--- config.mk ---
export PLATFORM = sky130hd
export DESIGN_NAME = charger_status_fault_regs
export DESIGN_NICKNAME = d
export VERILOG_FILES = /design/src/hdl/charger_status_fault_regs.v
export VERILOG_INCLUDE_DIRS = /design/src /design/src/hdl
export SDC_FILE = /design/constraint.sdc
export NUM_CORES = 1
export LEC_CHECK = 0
export ABC_CLOCK_PERIOD_IN_PS = 3100
export BUFFER_PORTS_ARGS = -buffer_cell sky130_fd_sc_hd__buf_2
export CORE_MARGIN = 2
export CORE_UTILIZATION = 50
export DETAILED_ROUTE_END_ITERATION = 10
export HOLD_SLACK_MARGIN = 0.1
export PLACE_DENSITY = 0.72
export SYNTH_ARGS = -nofsm -noshare
export SYNTH_HDL_FRONTEND = slang
export SYNTH_SLANG_ARGS = --single-unit
--- constraint.sdc ---
create_clock -name sys_clk -period 3.1 [get_ports sys_clk]
set_input_delay 0.31 -clock sys_clk [delete_from_list [all_inputs] [get_ports sys_clk]]
set_output_delay 0.31 -clock sys_clk [all_outputs]
set_load 0.005 [all_outputs]
--- src/hdl/charger_status_fault_regs.vh ---
/*
  Register offsets, field positions, field codes and reset values of the
  charger status and fault register bank.
  Assumes it is included by its bare name from the design file.
*/
`ifndef CHARGER_STATUS_FAULT_REGS_VH
`define CHARGER_STATUS_FAULT_REGS_VH

// ----------------------------------------------------------------
// Register offsets
// ----------------------------------------------------------------
`define OFS_CHARGER_STATUS          8'h08
`define OFS_FAULT_STATUS            8'h09
`define OFS_INPUT_REGULATION_STATUS 8'h0a
`define OFS_RESET_AND_IDENTITY      8'h0b

// ----------------------------------------------------------------
// Field positions
// ----------------------------------------------------------------
`define POS_VOLT_MASK               1
`define POS_CURR_MASK               0
`define POS_REG_RESET               7

// ----------------------------------------------------------------
// Source type codes
// ----------------------------------------------------------------
`define SRC_NONE                    3'h0
`define SRC_SDP                     3'h1
`define SRC_CDP                     3'h2
`define SRC_DCP                     3'h3
`define SRC_UNKNOWN                 3'h5
`define SRC_NONSTD                  3'h6
`define SRC_OTG                     3'h7
`define SRC_HOST_PORT               3'h1
`define SRC_ADAPTOR                 3'h2

// ----------------------------------------------------------------
// Charge error codes
// ----------------------------------------------------------------
`define CERR_NORMAL                 2'h0
`define CERR_INPUT                  2'h1
`define CERR_THERMAL                2'h2
`define CERR_TIMER                  2'h3

// ----------------------------------------------------------------
// Thermistor condition codes
// ----------------------------------------------------------------
`define NTC_NORMAL                  3'h0
`define NTC_WARM                    3'h2
`define NTC_COOL                    3'h3
`define NTC_COLD                    3'h5
`define NTC_HOT                     3'h6

// ----------------------------------------------------------------
// Reset values and read answers
// ----------------------------------------------------------------
`define RST_MASK                    1'h0
`define RDATA_UNMAPPED              8'h00

// ----------------------------------------------------------------
// Input synchroniser width (all status inputs together)
// ----------------------------------------------------------------
`define SYNC_W                      28

`endif

--- src/hdl/charger_status_fault_regs.v ---
/*
  Status and fault register bank of a single-cell battery charger:
  four 8-bit registers read by the serial register engine, two interrupt
  mask bits, a self-clearing register reset bit and constant identity.
  Assumes a serial register engine in front of it that issues one-cycle
  read and write strobes with an 8-bit register address, and analog
  detectors whose flags arrive asynchronously to sys_clk.
*/
`timescale 1ns/1ps
`default_nettype none
`include "charger_status_fault_regs.vh"

module charger_status_fault_regs #(
  parameter       FULL_DETECT      = 1,     // 1 full detection, 0 basic
  parameter [3:0] PART_IDENTIFIER  = 4'ha,  // Arbitrary value
  parameter [0:0] PART_FLAG        = 1'h1,  // Arbitrary value
  parameter [1:0] REVISION_FIELD   = 2'h2   // Arbitrary value
) (
  // Clock and reset
  input  wire       sys_clk,
  input  wire       rst_n,
  // Register port from the serial engine
  input  wire [7:0] reg_addr,
  input  wire       reg_wr,
  input  wire [7:0] reg_wdata,
  input  wire       reg_rd,
  output reg  [7:0] reg_rdata,
  output reg        reg_rvalid,
  // Source detection
  input  wire [2:0] detected_source,
  input  wire       source_select,
  input  wire       otg_active,
  // Charger state
  input  wire [1:0] charge_phase,
  input  wire       power_good,
  input  wire       thermal_reg_active,
  input  wire       min_sys_voltage_active,
  // Fault detectors
  input  wire       watchdog_expired,
  input  wire       boost_overload,
  input  wire       boost_output_overvolt,
  input  wire       boost_battery_low,
  input  wire       input_overvolt,
  input  wire       input_below_limit,
  input  wire       thermal_shutdown,
  input  wire       safety_timer_expired,
  input  wire       battery_overvolt,
  input  wire [2:0] thermistor_condition,
  input  wire       buck_mode,
  // Input regulation state
  input  wire       input_attached,
  input  wire       input_voltage_limit,
  input  wire       input_current_limit,
  input  wire       topoff_counting,
  input  wire       adaptor_overvolt,
  // Events to the rest of the charger
  output reg        irq_pulse,
  output reg        settings_default,
  output reg        safety_timer_clear
);

  // ----------------------------------------------------------------
  // Input synchronisers
  // ----------------------------------------------------------------

  wire [`SYNC_W-1:0] raw_in;
  reg  [`SYNC_W-1:0] sync_a;
  reg  [`SYNC_W-1:0] sync_b;
  reg  [`SYNC_W-1:0] sync_c;
  reg  [`SYNC_W-1:0] held;

  // All detector flags gathered into one vector
  assign raw_in = {detected_source, source_select, otg_active,
                   charge_phase, power_good, thermal_reg_active,
                   min_sys_voltage_active, watchdog_expired,
                   boost_overload, boost_output_overvolt, boost_battery_low,
                   input_overvolt, input_below_limit, thermal_shutdown,
                   safety_timer_expired, battery_overvolt,
                   thermistor_condition, buck_mode, input_attached,
                   input_voltage_limit, input_current_limit,
                   topoff_counting, adaptor_overvolt};

  // Three stages; a bit changes once the second and third agree
  genvar gi;
  generate
    for (gi = 0; gi < `SYNC_W; gi = gi + 1) begin : g_sync
      always @(posedge sys_clk) begin
        if (!rst_n) begin
          sync_a[gi] <= 1'b0;
          sync_b[gi] <= 1'b0;
          sync_c[gi] <= 1'b0;
          held[gi]   <= 1'b0;
        end else begin
          sync_a[gi] <= raw_in[gi];
          sync_b[gi] <= sync_a[gi];
          sync_c[gi] <= sync_b[gi];
          if (sync_b[gi] == sync_c[gi]) begin
            held[gi] <= sync_c[gi];
          end
        end
      end
    end
  endgenerate

  // ----------------------------------------------------------------
  // Unpacked filtered flags
  // ----------------------------------------------------------------

  wire [2:0] s_source;
  wire       s_select;
  wire       s_otg;
  wire [1:0] s_phase;
  wire       s_pgood;
  wire       s_therm_reg;
  wire       s_min_sys;
  wire       s_wdog;
  wire       s_b_overload;
  wire       s_b_ovp;
  wire       s_b_batlow;
  wire       s_in_ovp;
  wire       s_in_low;
  wire       s_tshut;
  wire       s_tmr_exp;
  wire       s_bat_ovp;
  wire [2:0] s_ntc;
  wire       s_buck;
  wire       s_attached;
  wire       s_vlim;
  wire       s_ilim;
  wire       s_topoff;
  wire       s_adapt_ovp;

  // Same order as the gathered vector
  assign {s_source, s_select, s_otg, s_phase, s_pgood, s_therm_reg,
          s_min_sys, s_wdog, s_b_overload, s_b_ovp, s_b_batlow,
          s_in_ovp, s_in_low, s_tshut, s_tmr_exp, s_bat_ovp,
          s_ntc, s_buck, s_attached, s_vlim, s_ilim,
          s_topoff, s_adapt_ovp} = held;

  // ----------------------------------------------------------------
  // Source type encoding
  // ----------------------------------------------------------------

  reg [2:0] source_type;

  // Full variant passes legal codes, basic variant builds its own
  always @* begin
    source_type = `SRC_NONE;
    if (FULL_DETECT != 0) begin
      case (s_source)
        `SRC_SDP, `SRC_CDP, `SRC_DCP,
        `SRC_UNKNOWN, `SRC_NONSTD, `SRC_OTG: begin
          source_type = s_source;
        end
        default: begin
          source_type = `SRC_NONE;
        end
      endcase
    end else begin
      if (s_otg) begin
        source_type = `SRC_OTG;
      end else if (!s_attached) begin
        source_type = `SRC_NONE;
      end else if (s_select) begin
        source_type = `SRC_HOST_PORT;
      end else begin
        source_type = `SRC_ADAPTOR;
      end
    end
  end

  // ----------------------------------------------------------------
  // Charge error and thermistor encoding
  // ----------------------------------------------------------------

  reg [1:0] charge_error;
  reg [2:0] ntc_code;

  // Thermal shutdown outranks input fault, which outranks timer expiry
  always @* begin
    if (s_tshut) begin
      charge_error = `CERR_THERMAL;
    end else if (s_in_ovp || s_in_low) begin
      charge_error = `CERR_INPUT;
    end else if (s_tmr_exp) begin
      charge_error = `CERR_TIMER;
    end else begin
      charge_error = `CERR_NORMAL;
    end
  end

  // Live condition; warm and cool only shown in buck operation
  always @* begin
    case (s_ntc)
      `NTC_COLD: begin
        ntc_code = `NTC_COLD;
      end
      `NTC_HOT: begin
        ntc_code = `NTC_HOT;
      end
      `NTC_WARM: begin
        ntc_code = s_buck ? `NTC_WARM : `NTC_NORMAL;
      end
      `NTC_COOL: begin
        ntc_code = s_buck ? `NTC_COOL : `NTC_NORMAL;
      end
      default: begin
        ntc_code = `NTC_NORMAL;
      end
    endcase
  end

  // ----------------------------------------------------------------
  // Register images
  // ----------------------------------------------------------------

  reg  voltage_limit_irq_mask;
  reg  current_limit_irq_mask;
  reg  reg_reset_bit;

  wire [7:0] img_charger;
  wire [7:0] img_fault;
  wire [7:0] img_input;
  wire [7:0] img_ident;

  // Charger status word
  assign img_charger = {source_type,
                        s_phase,
                        s_pgood,
                        s_therm_reg,
                        s_min_sys};

  // Fault word
  assign img_fault = {s_wdog,
                      s_b_overload | s_b_ovp | s_b_batlow,
                      charge_error,
                      s_bat_ovp,
                      ntc_code};

  // Input regulation word, bit 4 reserved as zero
  assign img_input = {s_attached,
                      s_vlim,
                      s_ilim,
                      1'b0,
                      s_topoff,
                      s_adapt_ovp,
                      voltage_limit_irq_mask,
                      current_limit_irq_mask};

  // Reset bit and constant identity
  assign img_ident = {reg_reset_bit, PART_IDENTIFIER, PART_FLAG, REVISION_FIELD};

  // ----------------------------------------------------------------
  // Register writes
  // ----------------------------------------------------------------

  wire wr_input;
  wire wr_ident;

  assign wr_input = reg_wr && (reg_addr == `OFS_INPUT_REGULATION_STATUS);
  assign wr_ident = reg_wr && (reg_addr == `OFS_RESET_AND_IDENTITY);

  // Mask bits; a register reset returns them to default
  always @(posedge sys_clk) begin
    if (!rst_n) begin
      voltage_limit_irq_mask <= `RST_MASK;
      current_limit_irq_mask <= `RST_MASK;
    end else if (reg_reset_bit) begin
      voltage_limit_irq_mask <= `RST_MASK;
      current_limit_irq_mask <= `RST_MASK;
    end else if (wr_input) begin
      voltage_limit_irq_mask <= reg_wdata[`POS_VOLT_MASK];
      current_limit_irq_mask <= reg_wdata[`POS_CURR_MASK];
    end
  end

  // Reset bit stands one cycle, then clears itself
  always @(posedge sys_clk) begin
    if (!rst_n) begin
      reg_reset_bit      <= 1'b0;
      settings_default   <= 1'b0;
      safety_timer_clear <= 1'b0;
    end else begin
      reg_reset_bit      <= wr_ident && reg_wdata[`POS_REG_RESET] && !reg_reset_bit;
      settings_default   <= wr_ident && reg_wdata[`POS_REG_RESET] && !reg_reset_bit;
      safety_timer_clear <= wr_ident && reg_wdata[`POS_REG_RESET] && !reg_reset_bit;
    end
  end

  // ----------------------------------------------------------------
  // Register reads
  // ----------------------------------------------------------------

  reg [7:0] next_rdata;

  // Address decode of the read image
  always @* begin
    case (reg_addr)
      `OFS_CHARGER_STATUS: begin
        next_rdata = img_charger;
      end
      `OFS_FAULT_STATUS: begin
        next_rdata = img_fault;
      end
      `OFS_INPUT_REGULATION_STATUS: begin
        next_rdata = img_input;
      end
      `OFS_RESET_AND_IDENTITY: begin
        next_rdata = img_ident;
      end
      default: begin
        next_rdata = `RDATA_UNMAPPED;
      end
    endcase
  end

  // Read data lands one cycle after the strobe; reads have no side effect
  always @(posedge sys_clk) begin
    if (!rst_n) begin
      reg_rdata  <= 8'h00;
      reg_rvalid <= 1'b0;
    end else begin
      reg_rvalid <= reg_rd;
      if (reg_rd) begin
        reg_rdata <= next_rdata;
      end
    end
  end

  // ----------------------------------------------------------------
  // Regulation event pulses
  // ----------------------------------------------------------------

  reg vlim_d;
  reg ilim_d;

  // Rising edge of a limit flag gives a pulse unless masked
  always @(posedge sys_clk) begin
    if (!rst_n) begin
      vlim_d    <= 1'b0;
      ilim_d    <= 1'b0;
      irq_pulse <= 1'b0;
    end else begin
      vlim_d    <= s_vlim;
      ilim_d    <= s_ilim;
      irq_pulse <= (s_vlim && !vlim_d && !voltage_limit_irq_mask) ||
                   (s_ilim && !ilim_d && !current_limit_irq_mask);
    end
  end

endmodule // charger_status_fault_regs

`default_nettype wire

==> out/metrics.cfg <==
[sta]
tns_ns=0
fin_ws_ns=1.486
fin_crit_ns=1.614
final.setup_skew_ns=0.006260
rsz0062_at_grt=no
whs_ns=0.1454
worstMarginPinSlew_ns=0.5833
max_freq_mhz=619.4
drv_slew=0
setup_viol=0
period_share_pct=52.08
hold_viol_final=0
timing.slew.headroom_pct=61.12

[floorplanning]
ios=60
die_x_um=91.54
initial_core_util_pct=52.26
fp.dieH_um=91.54
die-area_mm2=0.008379
core_area_mm2=0.007331
rows=31

[synth]
synth-seq-area-share_pct=62.18
yosysWarnings=0
synth_area_mm2=0.003831
async_flop_share_pct=0
synth_edf_count=0
synthesis.nets=414
avgSynthCellArea_um2=10.47
synth-main-ff-cell=dfxtp_1
syn_inst=366
yosys.cell_types.count=30
ys_ff_latch=119

[cts]
root_buffer=clkbuf_8
htreeDepth=4
cts_buffers=17
clkTransAtPathRegs_ns=0.05
cts_tree=yes
ctsResizeCount=0
hold_buffers=30
clock_sinks=119
cts_buffer_depth=2
worstSkewPairLatency_ns=0.51
cts_setup_buffers=0

[global_routing]
grt_pass1_vias=2651
grt_max_degree=74
antenna_found_initial=0
overflow=0
grt_pass1_wl_mm=11.51
grtUsageTotal_pct=17.78

[worst_setup_path]
cp-endpoint=reg_reset_bit
worstPathMaxFanout=5
regToRegStartpoint=held[8]
worst_ep_required_time_ns=3.55
crit_type=in2reg
r2r_end=reg_rdata[0]
cp-start-kind=primary input
cp-end-kind=flip-flop
rr_worst_depth=4
r2r_slack_ns=1.72
critical_path_arrival_ns=2.07
critPathLaunch=reg_addr[7]

[outcome]
status=completed

[min_path]
hold_class=in2reg

[route]
drc=0
avgRoutedWirePerCell_um=11.76
num_vias=2677
routed_wirelength_mm=6.644
ant_nets=0
drtIter0Drc=106
viasPerCell=4.738
first_pass_iters=4

[cells_and_area]
final_nets=501
final_cell_mix=119 x dfxtp_1, 81 x and2_1, 52 x buf_2
syn_to_final_growth_pct=31.32
insertedDiodeCount=0
drive_gt1_share_pct=18.24
final_common_cell=dfxtp_1
stdcell_count=565
top_regs=sync_a: 26 flops, sync_b: 26 flops, sync_c: 26 flops

[placed_design]
dp_hpwl_mm=4.133
dpl.cell_count=503
gp_congestion=0.7894
dp_slack_ns=1.298
numPortBuffers=52

[power_and_ir_drop]
power_density_mw_per_mm2=698.4
irDropWorstVdd_mv=0.4259
p_leak_uw=0.002068

[flow_run]
maxCapViolCount=0

[per-stage QoR]
stage	util (%)	power [µW]	area [µm²]
finish	68.63	3514	5031
detailed placement	56.94	1719	4174
floorplan	-	1676	3831
global route	68.63	3647	5031
CTS	68.63	3551	5031
global placement	56.94	1715	4174
[critical path, stage by stage]
cell and delay [ns]:
buf_2 0.10, or4b_4 0.53, nor2_1 0.31, nand2_1 0.10
nor3_1 0.16, dlygate4sd3_1 0.56
[routing by layer]
metal	wire length (µm)	track usage, %
met2	3242	29.66
met1	3026	19.48
met5	0	0
met3	285	7.054
met4	90	9.091
[cells by family (layout without fill, tap and decap cells)]
kind of cell / count (synthesis) / count (layout) / share of synthesized area (%)
AOI/OAI and AO/OA: 72 / 72 / 12.18
buffers and inverters: 18 / 118 / 1.894
and+or+nand+nor: 150 / 150 / 21.62
DFF: 119 / 119 / 62.18
muxes: 6 / 6 / 1.894
xor gates and xnor gates: 1 / 1 / 0.2287
[layout make-up]
class | instances | area [µm²]
Sequential cell | 119 | 2382
Clock buffer | 23 | 456.7
Clock inverter | 9 | 100.1
Tap cell | 99 | 123.9
Timing Repair Buffer | 83 | 580.6
Multi-Input combinational cell | 229 | 1376
Fill cell | 547 | 2300
Inverter | 3 | 11.26
[worst min path at each step]
stage                     startpoint           end  cells after the start
final                         reg_rd  reg_rdata[7]                      3
after CTS                     reg_rd  reg_rdata[7]                      3
after global placement    sync_a[11]    sync_b[11]                      1
after floorplan            sync_a[0]     sync_b[0]                      1
after detailed placement  sync_a[18]    sync_b[18]                      1
after global routing          reg_rd  reg_rdata[7]                      3
[synth_stat cells, types with 4 or more instances]
| cell | n | area, µm² |
|---|---|---|
| a21boi_0 | 28 | 210.2 |
| and2_1 | 81 | 506.7 |
| clkbuf_1 | 13 | 48.80 |
| dfxtp_1 | 119 | 2382 |
| mux2i_1 | 5 | 50.05 |
| nand2_1 | 34 | 127.6 |
| nand2b_1 | 5 | 31.28 |
| nor2_1 | 13 | 48.80 |
| nor2b_1 | 7 | 43.79 |
| o21ai_0 | 29 | 145.1 |
| o31ai_1 | 4 | 30.03 |
[power breakdown]
part	internal [µW]	switching, µW	leakage, µW
combinational	76.1	49.2	0.000824
clock	1180	623	0.000272
sequential	1570	15.0	0.000972
(Power assumes the default switching activity.)
